`src/logic/rmie_defines.svh`:
```
// Offsets, field positions and reset values of the real mode entry unit
`ifndef RMIE_DEFINES_SVH
`define RMIE_DEFINES_SVH

// Register byte offsets on the bus
`define RMIE_OFF_CTRL    8'h00
`define RMIE_OFF_TBASE   8'h04
`define RMIE_OFF_TLIMIT  8'h08
`define RMIE_OFF_CS      8'h0c
`define RMIE_OFF_IP      8'h10
`define RMIE_OFF_FLAGS   8'h14
`define RMIE_OFF_SS      8'h18
`define RMIE_OFF_SP      8'h1c
`define RMIE_OFF_STATUS  8'h20

// Control and status fields
`define RMIE_CTRL_V86     0
`define RMIE_ST_BUSY      0
`define RMIE_ST_LIMIT     1
`define RMIE_ST_REFUSED   2
`define RMIE_ST_VEC_LO    8

// Flag bit positions in the flags register
`define RMIE_FL_TRAP    8
`define RMIE_FL_IF      9
`define RMIE_FL_RESUME  16
`define RMIE_FL_ALIGN   18

// Reset values
`define RMIE_TBASE_RST   32'h0000_0000
`define RMIE_TLIMIT_RST  16'h03ff
`define RMIE_FLAGS_RST   32'h0000_0002
`define RMIE_CS_RST      16'h0000

// Table and stack geometry
`define RMIE_ENT_BYTES   32'h0000_0004
`define RMIE_ENT_SEG     32'h0000_0002
`define RMIE_SEG_SHIFT   4
`define RMIE_STK_STEP    16'h0002
`define RMIE_VEC_INV_OP  8'h06

`endif

```
`src/logic/rmie_pkg.sv`:
```
// Types shared by the real mode entry unit and its surroundings
`default_nettype none
package rmie_pkg;

  typedef enum logic [8:0] {
    S_IDLE    = 9'h001,
    S_PUSH_CS = 9'h002,
    S_PUSH_IP = 9'h004,
    S_PUSH_FL = 9'h008,
    S_RD_OFF  = 9'h010,
    S_RD_SEG  = 9'h020,
    S_POP_FL  = 9'h040,
    S_POP_IP  = 9'h080,
    S_POP_CS  = 9'h100
  } rmie_state_t;

  typedef struct packed {
    logic        valid;
    logic [7:0]  vector;
  } rmie_event_t;

  typedef struct packed {
    logic        cyc;
    logic        we;
    logic [31:0] adr;
    logic [15:0] dat;
  } rmie_mem_req_t;

  typedef struct packed {
    rmie_state_t   st;
    logic [31:0]   tbase;
    logic [15:0]   tlimit;
    logic          v86;
    logic [15:0]   cs;
    logic [31:0]   ip;
    logic [31:0]   fl;
    logic [15:0]   ss;
    logic [15:0]   sp;
    logic [7:0]    vec;
    logic [15:0]   new_ip;
    logic          limit_err;
    logic          refused;
    rmie_mem_req_t mem;
    rmie_event_t   pm;
    logic          done;
    logic          invalid_opcode_exception;
    logic          wide;
    logic          ev_ready;
    logic          wb_ack;
    logic [31:0]   wb_rd;
  } rmie_core_t;

endpackage
`default_nettype wire

```
`src/logic/rmie_entry.sv`:
```
// Real mode interrupt entry, return and opcode legality unit
// What this block does
// - The event's vector number selects one entry of the interrupt table.
// - Entry offset is vector times four, added to the table base.
// - Each entry is four bytes: 16-bit offset then code segment.
// - First push the code segment and the low 16 bits of IP.
// - Then push only the low 16 bits of the flags register.
// - After saving state, clear the interrupt-enable flag.
// - Also clear single-step trap, resume and alignment-check flags.
// - Finally load code segment and IP from the entry and continue.
// - Interrupt return pops the saved flags, IP and code segment.
// - No error code is ever pushed in real mode.
// - After reset the table base is 0 and the limit is 3ffh.
// - Base and limit live in two registers loaded by software.
// - Unlisted opcodes raise the invalid opcode exception, vector 6.
// - Later extension instructions execute in real mode without fault.
// - The 32-bit operand prefix selects full 32-bit registers.
// - Real mode raises only vectors 0-8, 12, 13, 16, 18, 32-255.
// - Virtual mode may also raise vectors 10, 11, 14 and 17.
// - Virtual mode hands events to the protected-mode mechanism instead.
// - Linear address is segment shifted left four plus offset.
`timescale 1ns/1ps
`default_nettype none
`include "rmie_defines.svh"

module rmie_entry
  import rmie_pkg::*;
(
  // Clock and reset
  input  wire logic          core_clk,
  input  wire logic          rst_n,
  // Wishbone register slave
  input  wire logic          wb_cyc,
  input  wire logic          wb_stb,
  input  wire logic          wb_we,
  input  wire logic [7:0]    wb_adr,
  input  wire logic [3:0]    wb_sel,
  input  wire logic [31:0]   wb_dat_w,
  output logic      [31:0]   wb_dat_r,
  output logic               wb_ack,
  // Interrupt and exception requests
  input  wire rmie_event_t   ev,
  output logic               ev_ready,
  input  wire logic          interrupt_return_instruction,
  // Decoded opcode check
  input  wire logic          op_valid,
  input  wire logic [7:0]    op_byte0,
  input  wire logic [7:0]    op_byte1,
  input  wire logic          op_prefix32,
  output logic               op_wide,
  output logic               invalid_opcode_exception,
  // Memory port for table and stack
  output rmie_mem_req_t      mem,
  input  wire logic [15:0]   mem_dat_r,
  input  wire logic          mem_ack,
  // Protected-mode handoff and completion
  output rmie_event_t        pm,
  output logic               done
);

  rmie_core_t r;
  rmie_core_t n;
  logic [31:0] wmask;

  // Byte enables expand to a write mask
  genvar g;
  generate
    for (g = 0; g < 4; g++) begin : g_lane
      assign wmask[8*g +: 8] = {8{wb_sel[g]}};
    end
  endgenerate

  function automatic logic [31:0] mrg(input logic [31:0] old,
                                      input logic [31:0] nw,
                                      input logic [31:0] m);
    mrg = (old & ~m) | (nw & m);
  endfunction

  function automatic logic [31:0] lin(input logic [15:0] seg,
                                      input logic [15:0] off);
    lin = ({16'h0000, seg} << `RMIE_SEG_SHIFT) + {16'h0000, off};
  endfunction

  function automatic logic vec_ok(input logic [7:0] v, input logic v86);
    case (v)
      8'h00, 8'h01, 8'h02, 8'h03, 8'h04, 8'h05, 8'h06, 8'h07, 8'h08,
      8'h0c, 8'h0d, 8'h10, 8'h12: vec_ok = 1'b1;
      8'h0a, 8'h0b, 8'h0e, 8'h11: vec_ok = v86;
      default: vec_ok = (v >= 8'h20);
    endcase
  endfunction

  function automatic logic legal_op(input logic [7:0] b0,
                                    input logic [7:0] b1);
    if (b0 == 8'h0f) begin
      case (b1)
        8'h01, 8'h06, 8'h08, 8'h09, 8'h20, 8'h21, 8'h22, 8'h23,
        8'h30, 8'h31, 8'h32, 8'h33, 8'ha0, 8'ha1, 8'ha2, 8'ha3,
        8'ha4, 8'ha5, 8'ha8, 8'ha9, 8'hab, 8'hac, 8'had, 8'haf,
        8'hb0, 8'hb1, 8'hb2, 8'hb3, 8'hb4, 8'hb5, 8'hb6, 8'hb7,
        8'hba, 8'hbb, 8'hbc, 8'hbd, 8'hbe, 8'hbf, 8'hc0, 8'hc1,
        8'hc7: legal_op = 1'b1;
        default: legal_op = (b1[7:4] == 4'h8) || (b1[7:4] == 4'h9) ||
                            (b1[7:3] == 5'h19);
      endcase
    end else begin
      legal_op = !((b0 == 8'h63) || (b0 == 8'hd6));
    end
  endfunction

  always_comb begin
    logic        take;
    logic [7:0]  tvec;
    logic [31:0] eoff;
    logic [15:0] sp_dn;
    logic [31:0] madr;
    logic [15:0] mdat;
    logic        mwe;
    logic        is_mem;
    take   = 1'b0;
    tvec   = 8'h00;
    sp_dn  = r.sp - `RMIE_STK_STEP;
    eoff   = {24'h000000, r.vec} * `RMIE_ENT_BYTES;
    madr   = 32'h0000_0000;
    mdat   = 16'h0000;
    mwe    = 1'b0;
    is_mem = 1'b1;
    n = r;
    n.done     = 1'b0;
    n.invalid_opcode_exception = 1'b0;
    n.pm.valid = 1'b0;
    n.wb_ack   = wb_cyc && wb_stb && !r.wb_ack;
    n.wb_rd    = 32'h0000_0000;

    // Register access, one cycle answer
    if (n.wb_ack && !wb_we) begin
      case (wb_adr)
        `RMIE_OFF_CTRL:   n.wb_rd = {31'h0, r.v86};
        `RMIE_OFF_TBASE:  n.wb_rd = r.tbase;
        `RMIE_OFF_TLIMIT: n.wb_rd = {16'h0000, r.tlimit};
        `RMIE_OFF_CS:     n.wb_rd = {16'h0000, r.cs};
        `RMIE_OFF_IP:     n.wb_rd = r.ip;
        `RMIE_OFF_FLAGS:  n.wb_rd = r.fl;
        `RMIE_OFF_SS:     n.wb_rd = {16'h0000, r.ss};
        `RMIE_OFF_SP:     n.wb_rd = {16'h0000, r.sp};
        `RMIE_OFF_STATUS: n.wb_rd = {16'h0000, r.vec, 5'h00, r.refused,
                                     r.limit_err, (r.st != S_IDLE)};
        default:          n.wb_rd = 32'h0000_0000;
      endcase
    end
    if (n.wb_ack && wb_we) begin
      if (wb_adr == `RMIE_OFF_STATUS) begin
        if (wb_sel[0] && wb_dat_w[`RMIE_ST_LIMIT])
          n.limit_err = 1'b0;
        if (wb_sel[0] && wb_dat_w[`RMIE_ST_REFUSED])
          n.refused = 1'b0;
      end else if (r.st == S_IDLE) begin
        case (wb_adr)
          `RMIE_OFF_CTRL: begin
            if (wb_sel[0]) n.v86 = wb_dat_w[`RMIE_CTRL_V86];
          end
          `RMIE_OFF_TBASE:  n.tbase = mrg(r.tbase, wb_dat_w, wmask);
          `RMIE_OFF_TLIMIT: n.tlimit = 16'(mrg({16'h0000, r.tlimit},
                                               wb_dat_w, wmask));
          `RMIE_OFF_CS:     n.cs = 16'(mrg({16'h0000, r.cs},
                                           wb_dat_w, wmask));
          `RMIE_OFF_IP:     n.ip = mrg(r.ip, wb_dat_w, wmask);
          `RMIE_OFF_FLAGS:  n.fl = mrg(r.fl, wb_dat_w, wmask);
          `RMIE_OFF_SS:     n.ss = 16'(mrg({16'h0000, r.ss},
                                           wb_dat_w, wmask));
          `RMIE_OFF_SP:     n.sp = 16'(mrg({16'h0000, r.sp},
                                           wb_dat_w, wmask));
          default: ;
        endcase
      end
    end

    // Memory request contents per state
    case (r.st)
      S_PUSH_CS: begin madr = lin(r.ss, sp_dn); mdat = r.cs; mwe = 1'b1; end
      S_PUSH_IP: begin
        madr = lin(r.ss, sp_dn);
        mdat = r.ip[15:0];
        mwe  = 1'b1;
      end
      S_PUSH_FL: begin
        madr = lin(r.ss, sp_dn);
        mdat = r.fl[15:0];
        mwe  = 1'b1;
      end
      S_RD_OFF: madr = r.tbase + eoff;
      S_RD_SEG: madr = r.tbase + eoff + `RMIE_ENT_SEG;
      S_POP_FL, S_POP_IP, S_POP_CS: madr = lin(r.ss, r.sp);
      default:  is_mem = 1'b0;
    endcase
    if (is_mem && !r.mem.cyc) begin
      n.mem.cyc = 1'b1;
      n.mem.we  = mwe;
      n.mem.adr = madr;
      n.mem.dat = mdat;
    end

    if (r.mem.cyc && mem_ack) begin
      n.mem.cyc = 1'b0;
      n.mem.we  = 1'b0;
      case (r.st)
        S_PUSH_CS: begin n.sp = sp_dn; n.st = S_PUSH_IP; end
        S_PUSH_IP: begin n.sp = sp_dn; n.st = S_PUSH_FL; end
        S_PUSH_FL: begin
          n.sp = sp_dn;
          n.fl[`RMIE_FL_IF] = 1'b0;
          n.fl[`RMIE_FL_TRAP] = 1'b0;
          n.fl[`RMIE_FL_RESUME] = 1'b0;
          n.fl[`RMIE_FL_ALIGN] = 1'b0;
          n.st = S_RD_OFF;
        end
        S_RD_OFF: begin n.new_ip = mem_dat_r; n.st = S_RD_SEG; end
        S_RD_SEG: begin
          n.cs   = mem_dat_r;
          n.ip   = {16'h0000, r.new_ip};
          n.done = 1'b1;
          n.st   = S_IDLE;
        end
        S_POP_FL: begin
          n.fl[15:0] = mem_dat_r;
          n.sp = r.sp + `RMIE_STK_STEP;
          n.st = S_POP_IP;
        end
        S_POP_IP: begin
          n.ip = {16'h0000, mem_dat_r};
          n.sp = r.sp + `RMIE_STK_STEP;
          n.st = S_POP_CS;
        end
        S_POP_CS: begin
          n.cs   = mem_dat_r;
          n.sp   = r.sp + `RMIE_STK_STEP;
          n.done = 1'b1;
          n.st   = S_IDLE;
        end
        default: n.st = S_IDLE;
      endcase
    end

    // New work is taken only while idle
    if (r.st == S_IDLE) begin
      if (interrupt_return_instruction) begin
        n.st = S_POP_FL;
      end else if (op_valid) begin
        n.wide = op_prefix32;
        if (!legal_op(op_byte0, op_byte1)) begin
          n.invalid_opcode_exception = 1'b1;
          take = 1'b1;
          tvec = `RMIE_VEC_INV_OP;
        end
      end else if (ev.valid) begin
        take = 1'b1;
        tvec = ev.vector;
      end
    end
    if (take) begin
      if (!vec_ok(tvec, r.v86)) begin
        n.refused = 1'b1;
      end else if (r.v86) begin
        n.pm.valid  = 1'b1;
        n.pm.vector = tvec;
      end else if ({24'h000000, tvec} * `RMIE_ENT_BYTES +
                   `RMIE_ENT_BYTES - 32'h1 > {16'h0000, r.tlimit}) begin
        n.limit_err = 1'b1;
      end else begin
        n.vec = tvec;
        n.st  = S_PUSH_CS;
      end
    end
    n.ev_ready = (n.st == S_IDLE);
  end

  always_ff @(posedge core_clk) begin
    if (!rst_n) begin
      r          <= '0;
      r.st       <= S_IDLE;
      r.tbase    <= `RMIE_TBASE_RST;
      r.tlimit   <= `RMIE_TLIMIT_RST;
      r.fl       <= `RMIE_FLAGS_RST;
      r.cs       <= `RMIE_CS_RST;
      r.ev_ready <= 1'b1;
    end else begin
      r <= n;
    end
  end

  assign wb_dat_r = r.wb_rd;
  assign wb_ack   = r.wb_ack;
  assign ev_ready = r.ev_ready;
  assign op_wide  = r.wide;
  assign invalid_opcode_exception = r.invalid_opcode_exception;
  assign mem      = r.mem;
  assign pm       = r.pm;
  assign done     = r.done;
endmodule
`default_nettype wire

```
`config.mk`:
```
export PLATFORM = sky130hd
export DESIGN_NAME = rmie_entry
export DESIGN_NICKNAME = d
export VERILOG_FILES = /design/src/logic/rmie_pkg.sv /design/src/logic/rmie_entry.sv
export VERILOG_INCLUDE_DIRS = /design/src /design/src/logic
export SDC_FILE = /design/constraint.sdc
export NUM_CORES = 1
export LEC_CHECK = 0
export ABC_AREA = 1
export BUFFER_PORTS_ARGS = -buffer_cell sky130_fd_sc_hd__buf_2
export CAP_MARGIN = 20
export CORE_AREA = 2 2 226 228
export DETAILED_ROUTE_END_ITERATION = 8
export DIE_AREA = 0 0 228 230
export PLACE_DENSITY = 0.54
export SETUP_SLACK_MARGIN = 0.15
export SYNTH_ARGS = -nofsm -noshare
export SYNTH_HDL_FRONTEND = slang
export SYNTH_SLANG_ARGS = --single-unit
```
`constraint.sdc`:
```
create_clock -name core_clk -period 4.08 [get_ports core_clk]
set_input_delay 0.612 -clock core_clk [delete_from_list [all_inputs] [get_ports core_clk]]
set_output_delay 0.612 -clock core_clk [all_outputs]
set_load 0.1 [all_outputs]
```
==> impl_metrics.ini, run 1 <==
[yosys]
netlist_area_mm2 = 0.0173
yosys_warnings = 0
yosysSeqAreaShare_pct = 33.8
yosysUniqueCellTypes = 62
syn_avg_cell_area_um2 = 6.69
synth_cells = 2581
synth_fp_nets = 2708
ys_ff_latch = 292

[timing]
finalSetupViolCount = 0
worst_pin_slew_ns = 0.957
slew_headroom_pct = 36.2
grt_setup_unrepaired = true
holdWs_ns = 0.298
fin_crit_ns = 3.69
drv_slew = 0
fin_crit_sh_pct = 90.5
finalSetupTns_ns = 0
hold_violations = 0
skew_ns = 0.0230
fmax_mhz = 271

[hold_path]
hp-class = in2reg
whs_path_depth = 3

[clocking]
cts_tree = built
cts_buffers = 36
htreeDepth = 2
worstSkewPairLatency_ns = 0.56
cts_sinks = 292
cts-root-buf = clkbuf_16
clock_path_buffers = 3
clk_pin_slew_ns = 0.06

[critical_path]
critPathKind = reg2reg
cp.required_ns = 4.55
end_kind = register
reg2reg_slack_ns = 0.39
rr_worst_depth = 25
cp_max_fo = 5
path_buf_inv = 6
crit_cells = 25
worst_ep_arrival_time_ns = 4.16
startpoint_type = register
crit_path_frequent_cell = inv_1
cp_top_family = simple AND/OR/NAND/NOR gates
critPathMaxStageDelay_ns = 0.44
slowest_stage = fa_1

[power]
p_leak_nw = 8.35
peakVddDrop_mv = 0.261
power_density_mw_per_mm2 = 343

[drt]
vias = 18200
drt_wl_total_mm = 70.0
drtAntennaViolNets = 0
via_per_inst = 5.38
detailedRoute.firstIterationViolations = 1589
routedWlPerCell_um = 20.7
remaining_drc_errors = 0
firstDrtPassIters = 6

[global_route]
antenna_found_initial = 0
grt_max_degree = 78
grtUsageTotal_pct = 26.0
overflow = 0
grt_pass1_vias = 17200
grt_pass1_wl_mm = 105

[layout]
num-nets-final = 2809
final_cell_mix = nand2_1, inv_1, dfxtp_1, nor2_1, o21ai_0
final_core_util_pct = 39.5
drive_gt1_share_pct = 14.2
final_common_cell = nand2_1
fillers = 5391
area_growth_pct = 13.9

[placed_design]
numPortBuffers = 189
gp_congestion = 0.981
dp_hpwl_mm = 54.1

[floorplan]
die_area_mm2 = 0.0524
die_y_um = 230
fp.dieW_um = 228
core-area_mm2 = 0.0499
rows = 82
initial_core_util_pct = 34.6
io_pins = 190

[outcome]
status = finished, final reports clean

[run]
max_cap_viol_count = 0
==> final timing paths <==
path,endpoint,startpoint
worst max-delay path,mem[34]$_SDFFE_PN0P_,r[123]$_SDFF_PN0_
worst min-delay path,op_wide$_SDFFE_PN0P_,op_prefix32
worst max register to register,mem[34]$_SDFFE_PN0P_,r[123]$_SDFF_PN0_
worst min register to register,r[209]$_SDFF_PN0_,r[209]$_SDFF_PN0_
==> cell type report <==
type	count	area (µm²)	share of cell area, %
flip-flops and latches	292	5850	29.7
clock buffers	50	1010	5.15
multi-input cells	1795	9200	46.7
repair buffers	258	1510	7.65
clock inverters	11	151	0.769
well taps	672	841	4.27
inverters	299	1130	5.73
diodes	1	2.50	0.0127
==> worst register-to-register path, delay by kind of cell, from the launching register on <==
family | cells | cell delay (ns)
AND/OR/NAND/NOR | 9 | 1.06
AO/OA/AOI/OAI | 7 | 0.96
adder cells (fa/ha/maj) | 2 | 0.63
buffers and inverters | 6 | 0.52
flip-flops | 1 | 0.31
XOR/XNOR | 1 | 0.11
==> cell usage after synthesis, drive strengths merged <==
cell | instances | area, µm²
a21o | 2 | 16.3
o221ai | 15 | 131
nor4 | 4 | 31.3
a21boi | 1 | 7.51
and3b | 1 | 8.76
o21bai | 4 | 30.0
a41oi | 3 | 26.3
a32oi | 1 | 8.76
inv | 296 | 1110
nand3b | 2 | 15.0
dlygate4sd3 | 1 | 10.0
nor3 | 48 | 277
a211oi | 38 | 285
buf | 107 | 773
a21oi | 218 | 1090
nand2 | 505 | 1930
and3 | 2 | 12.5
clkinv | 3 | 11.3
o211ai | 15 | 113
or2 | 7 | 43.8
a31oi | 35 | 219
clkbuf | 87 | 387
nor2 | 315 | 1300
a22oi | 1 | 7.51
nand3 | 142 | 731
o21ai | 248 | 1240
o31ai | 4 | 30.0
dfxtp | 292 | 5850
o2111ai | 2 | 17.5
xor2 | 30 | 278
a31o | 1 | 8.76
nand4 | 32 | 200
o22ai | 46 | 288
xnor2 | 6 | 60.1
a2111oi | 2 | 17.5
fa | 2 | 40.0
a221oi | 23 | 201
a32o | 4 | 40.0
or3 | 1 | 6.26
a311oi | 4 | 35.0
ha | 31 | 388
==> timing repair <==
item,CTS,global route
resized for setup,2,16
hold buffers,0,0
hold endpoints to repair,0,0
pin swaps,0,3
setup endpoints to repair,2,10
buffers inserted,0,1
==> layer usage <==
layer | track usage (%) | share of wire, %
met5 | 0 | 0
met4 | 10.4 | 3.9
met3 | 3.76 | 7.1
met2 | 44.3 | 47
met1 | 33.0 | 42
==> cell families after synthesis <==
logic type	Yosys count	synth area share, %
xor+xnor	36	1.96
simple gates	1059	26.3
flops	292	33.8
fa+ha+maj	33	2.48
buf+inv	494	13.3
compound gates	667	22.1
==> power by group <==
group | internal, W | switching (W)
sequential | 0.00288 | 0.0000179
combinational | 0.000158 | 0.000469
clock | 0.00192 | 0.00131
==> per-stage QoR <==
| stage | setup slack (ns) | cell area (µm²) | cells | power, W |
|---|---|---|---|---|
| global placement | 0.171 | 18500 | 3314 | 0.00357 |
| detailed placement | 0.101 | 18500 | 3314 | 0.00357 |
| floorplan | 0.192 | 17300 | 2581 | 0.00335 |
| finish | 0.388 | 19700 | 3378 | 0.00675 |
| global route | 0.00571 | 19700 | 3377 | 0.00698 |
| CTS | 0.161 | 19600 | 3375 | 0.00682 |
Power figures use the tool's default switching activity.
==> run 2, diff against run 1 <==
BUFFER_PORTS_ARGS = -buffer_cell sky130_fd_sc_hd__clkbuf_2   (was -buffer_cell sky130_fd_sc_hd__buf_2)
==> run 2 against run 1 <==
  * Die area stayed put
  * Non-clock buffer count is 5 lower
  * Global-route usage hardly changed
  * Clock-buffer cell count stayed put
  * Wire length is 0.16% higher
  * Sequential power hardly changed
  * Hold slack better by 0.0011 ns
  * Largest cell class unchanged
  * Largest power group unchanged
  * Highest routed layer unchanged
==> impl_metrics.ini, run 2 (synthesis gave the netlist of run 1 again) <==
[clocking]
clk_pin_slew_ns = 0.06
cts_tree = built
cts-root-buf = clkbuf_16
cts_buffers = 37
cts_sinks = 292
clock_path_buffers = 3
htreeDepth = 2
worstSkewPairLatency_ns = 0.57

[timing]
fin_crit_sh_pct = 90.6
holdWs_ns = 0.299
fmax_mhz = 271
worst_pin_slew_ns = 1.07
finalSetupTns_ns = 0
drv_slew = 0
fin_crit_ns = 3.70
slew_headroom_pct = 26.9
skew_ns = 0.0216
grt_setup_unrepaired = true
finalSetupViolCount = 0
hold_violations = 0

[global_route]
grt_pass1_vias = 17100
gr-usage-met2_pct = 43.2
top_usage_layer = met2
antenna_found_initial = 0
grt_util_met1_pct = 33.1
met3_usage_pct = 4.46
grt_pass1_wl_mm = 104
grtUsageTotal_pct = 26.0
overflow = 0
grt_max_degree = 64

[hold_path]
whs_path_depth = 3
hp-start = op_prefix32
holdPathEnd = op_wide$_SDFFE_PN0P_
hp-class = in2reg

[layout]
area_growth_pct = 13.3
diodes = 0
fillers = 5493
final_common_cell = nand2_1
final_cell_mix = nand2_1, inv_1, dfxtp_1, nor2_1, o21ai_0
final_core_util_pct = 39.3
seqCellArea_mm2 = 0.00585
multiInputGateArea_mm2 = 0.00919
drive_gt1_share_pct = 13.9
num-nets-final = 2805

[drt]
remaining_drc_errors = 0
drt_wl_total_mm = 70.1
routedWlPerCell_um = 20.8
via_per_inst = 5.31
vias = 17900
drtAntennaViolNets = 0
detailedRoute.firstIterationViolations = 1550
firstDrtPassIters = 8

[critical_path]
cp_max_fo = 21
end_kind = register
regToRegStartpoint = r[286]$_SDFF_PN0_
reg2reg_slack_ns = 0.38
rr_worst_depth = 21
cp.required_ns = 4.50
startpoint_type = register
critPathKind = reg2reg
worst_ep_arrival_time_ns = 4.11
worstReg2RegEnd = mem[29]$_SDFFE_PN0P_

[placed_design]
gp_congestion = 0.969
numPortBuffers = 189
dp_hpwl_mm = 54.5

[floorplan]
die_y_um = 230
rows = 82
initial_core_util_pct = 34.6
io_pins = 190
core-area_mm2 = 0.0499
fp.dieW_um = 228
die_area_mm2 = 0.0524

[run]
max_cap_viol_count = 0

[power]
power_density_mw_per_mm2 = 340
p_leak_nw = 8.24
peakVddDrop_mv = 0.267
p_total_w = 0.00666

[outcome]
status = finished, final reports clean
[run 2: layout make-up]
| cell class | count | area share, % |
|---|---|---|
| clock buffers | 50 | 5.29 |
| inverters | 299 | 5.76 |
| clock inverters | 10 | 0.435 |
| repair buffers | 253 | 7.38 |
| flip-flops and latches | 292 | 29.9 |
| well taps | 672 | 4.30 |
| multi-input cells | 1795 | 47.0 |
[run 2: what timing repair did]
item                                    CTS  global route
setup buffers                             0             1
endpoints found under the setup margin    2            10
gates resized for setup                   2            12
hold buffers                              0             0
pin swaps                                 0             2
[run 2: per-layer routing]
metal  part of all wire, %  wire length (µm)  vias up
li1                      -                 -     8753
met3                   7.6              5300      151
met4                   4.3              3010        0
met5                     0                 0        -
met1                    42             29700     8253
met2                    46             32100      733
[run 2: where the power goes]
group          total, W  internal, W  leakage [nW]  switching (W)
registers       0.00289      0.00288          2.35      0.0000189
clock network   0.00314      0.00183         0.554        0.00132
logic          0.000625     0.000155          5.34       0.000470
total           0.00666      0.00486          8.24        0.00180
[run 2: per-stage QoR]
| stage | setup WS, ns | std cells | cell area, µm² |
|---|---|---|---|
| after global placement | 0.160 | 3310 | 18400 |
| after floorplan | 0.192 | 2581 | 17300 |
| after global routing | 0.126 | 3371 | 19600 |
| after detailed placement | 0.0443 | 3310 | 18400 |
| after CTS | 0.160 | 3370 | 19500 |
| final | 0.384 | 3371 | 19600 |
[run 2: worst max path at each step]
stage / to / from
final: mem[29]$_SDFFE_PN0P_ / r[286]$_SDFF_PN0_
after CTS: mem[31]$_SDFFE_PN0P_ / r[286]$_SDFF_PN0_
after global placement: mem[34]$_SDFFE_PN0P_ / r[286]$_SDFF_PN0_
after detailed placement: mem[34]$_SDFFE_PN0P_ / r[286]$_SDFF_PN0_
after global routing: mem[31]$_SDFFE_PN0P_ / r[286]$_SDFF_PN0_
after floorplan: mem[34]$_SDFFE_PN0P_ / r[286]$_SDFF_PN0_
[run 2: critical path, stage by stage, from the launching register on]
cell	delay, ns
dfxtp_1	0.33
nor2_1	0.13
inv_1	0.07
nor2_1	0.14
inv_1	0.11
nor2_2	0.13
o21ai_0	0.15
nand2_2	0.18
buf_6	0.21
nand2_1	0.06
o21ai_0	0.10
ha_1	0.32
a21oi_1	0.22
nand2_1	0.10
a21boi_1	0.22
o21ai_1	0.14
a31oi_1	0.25
buf_4	0.15
xor2_1	0.22
o221ai_1	0.15
nand2_1	0.08
a21oi_1	0.06
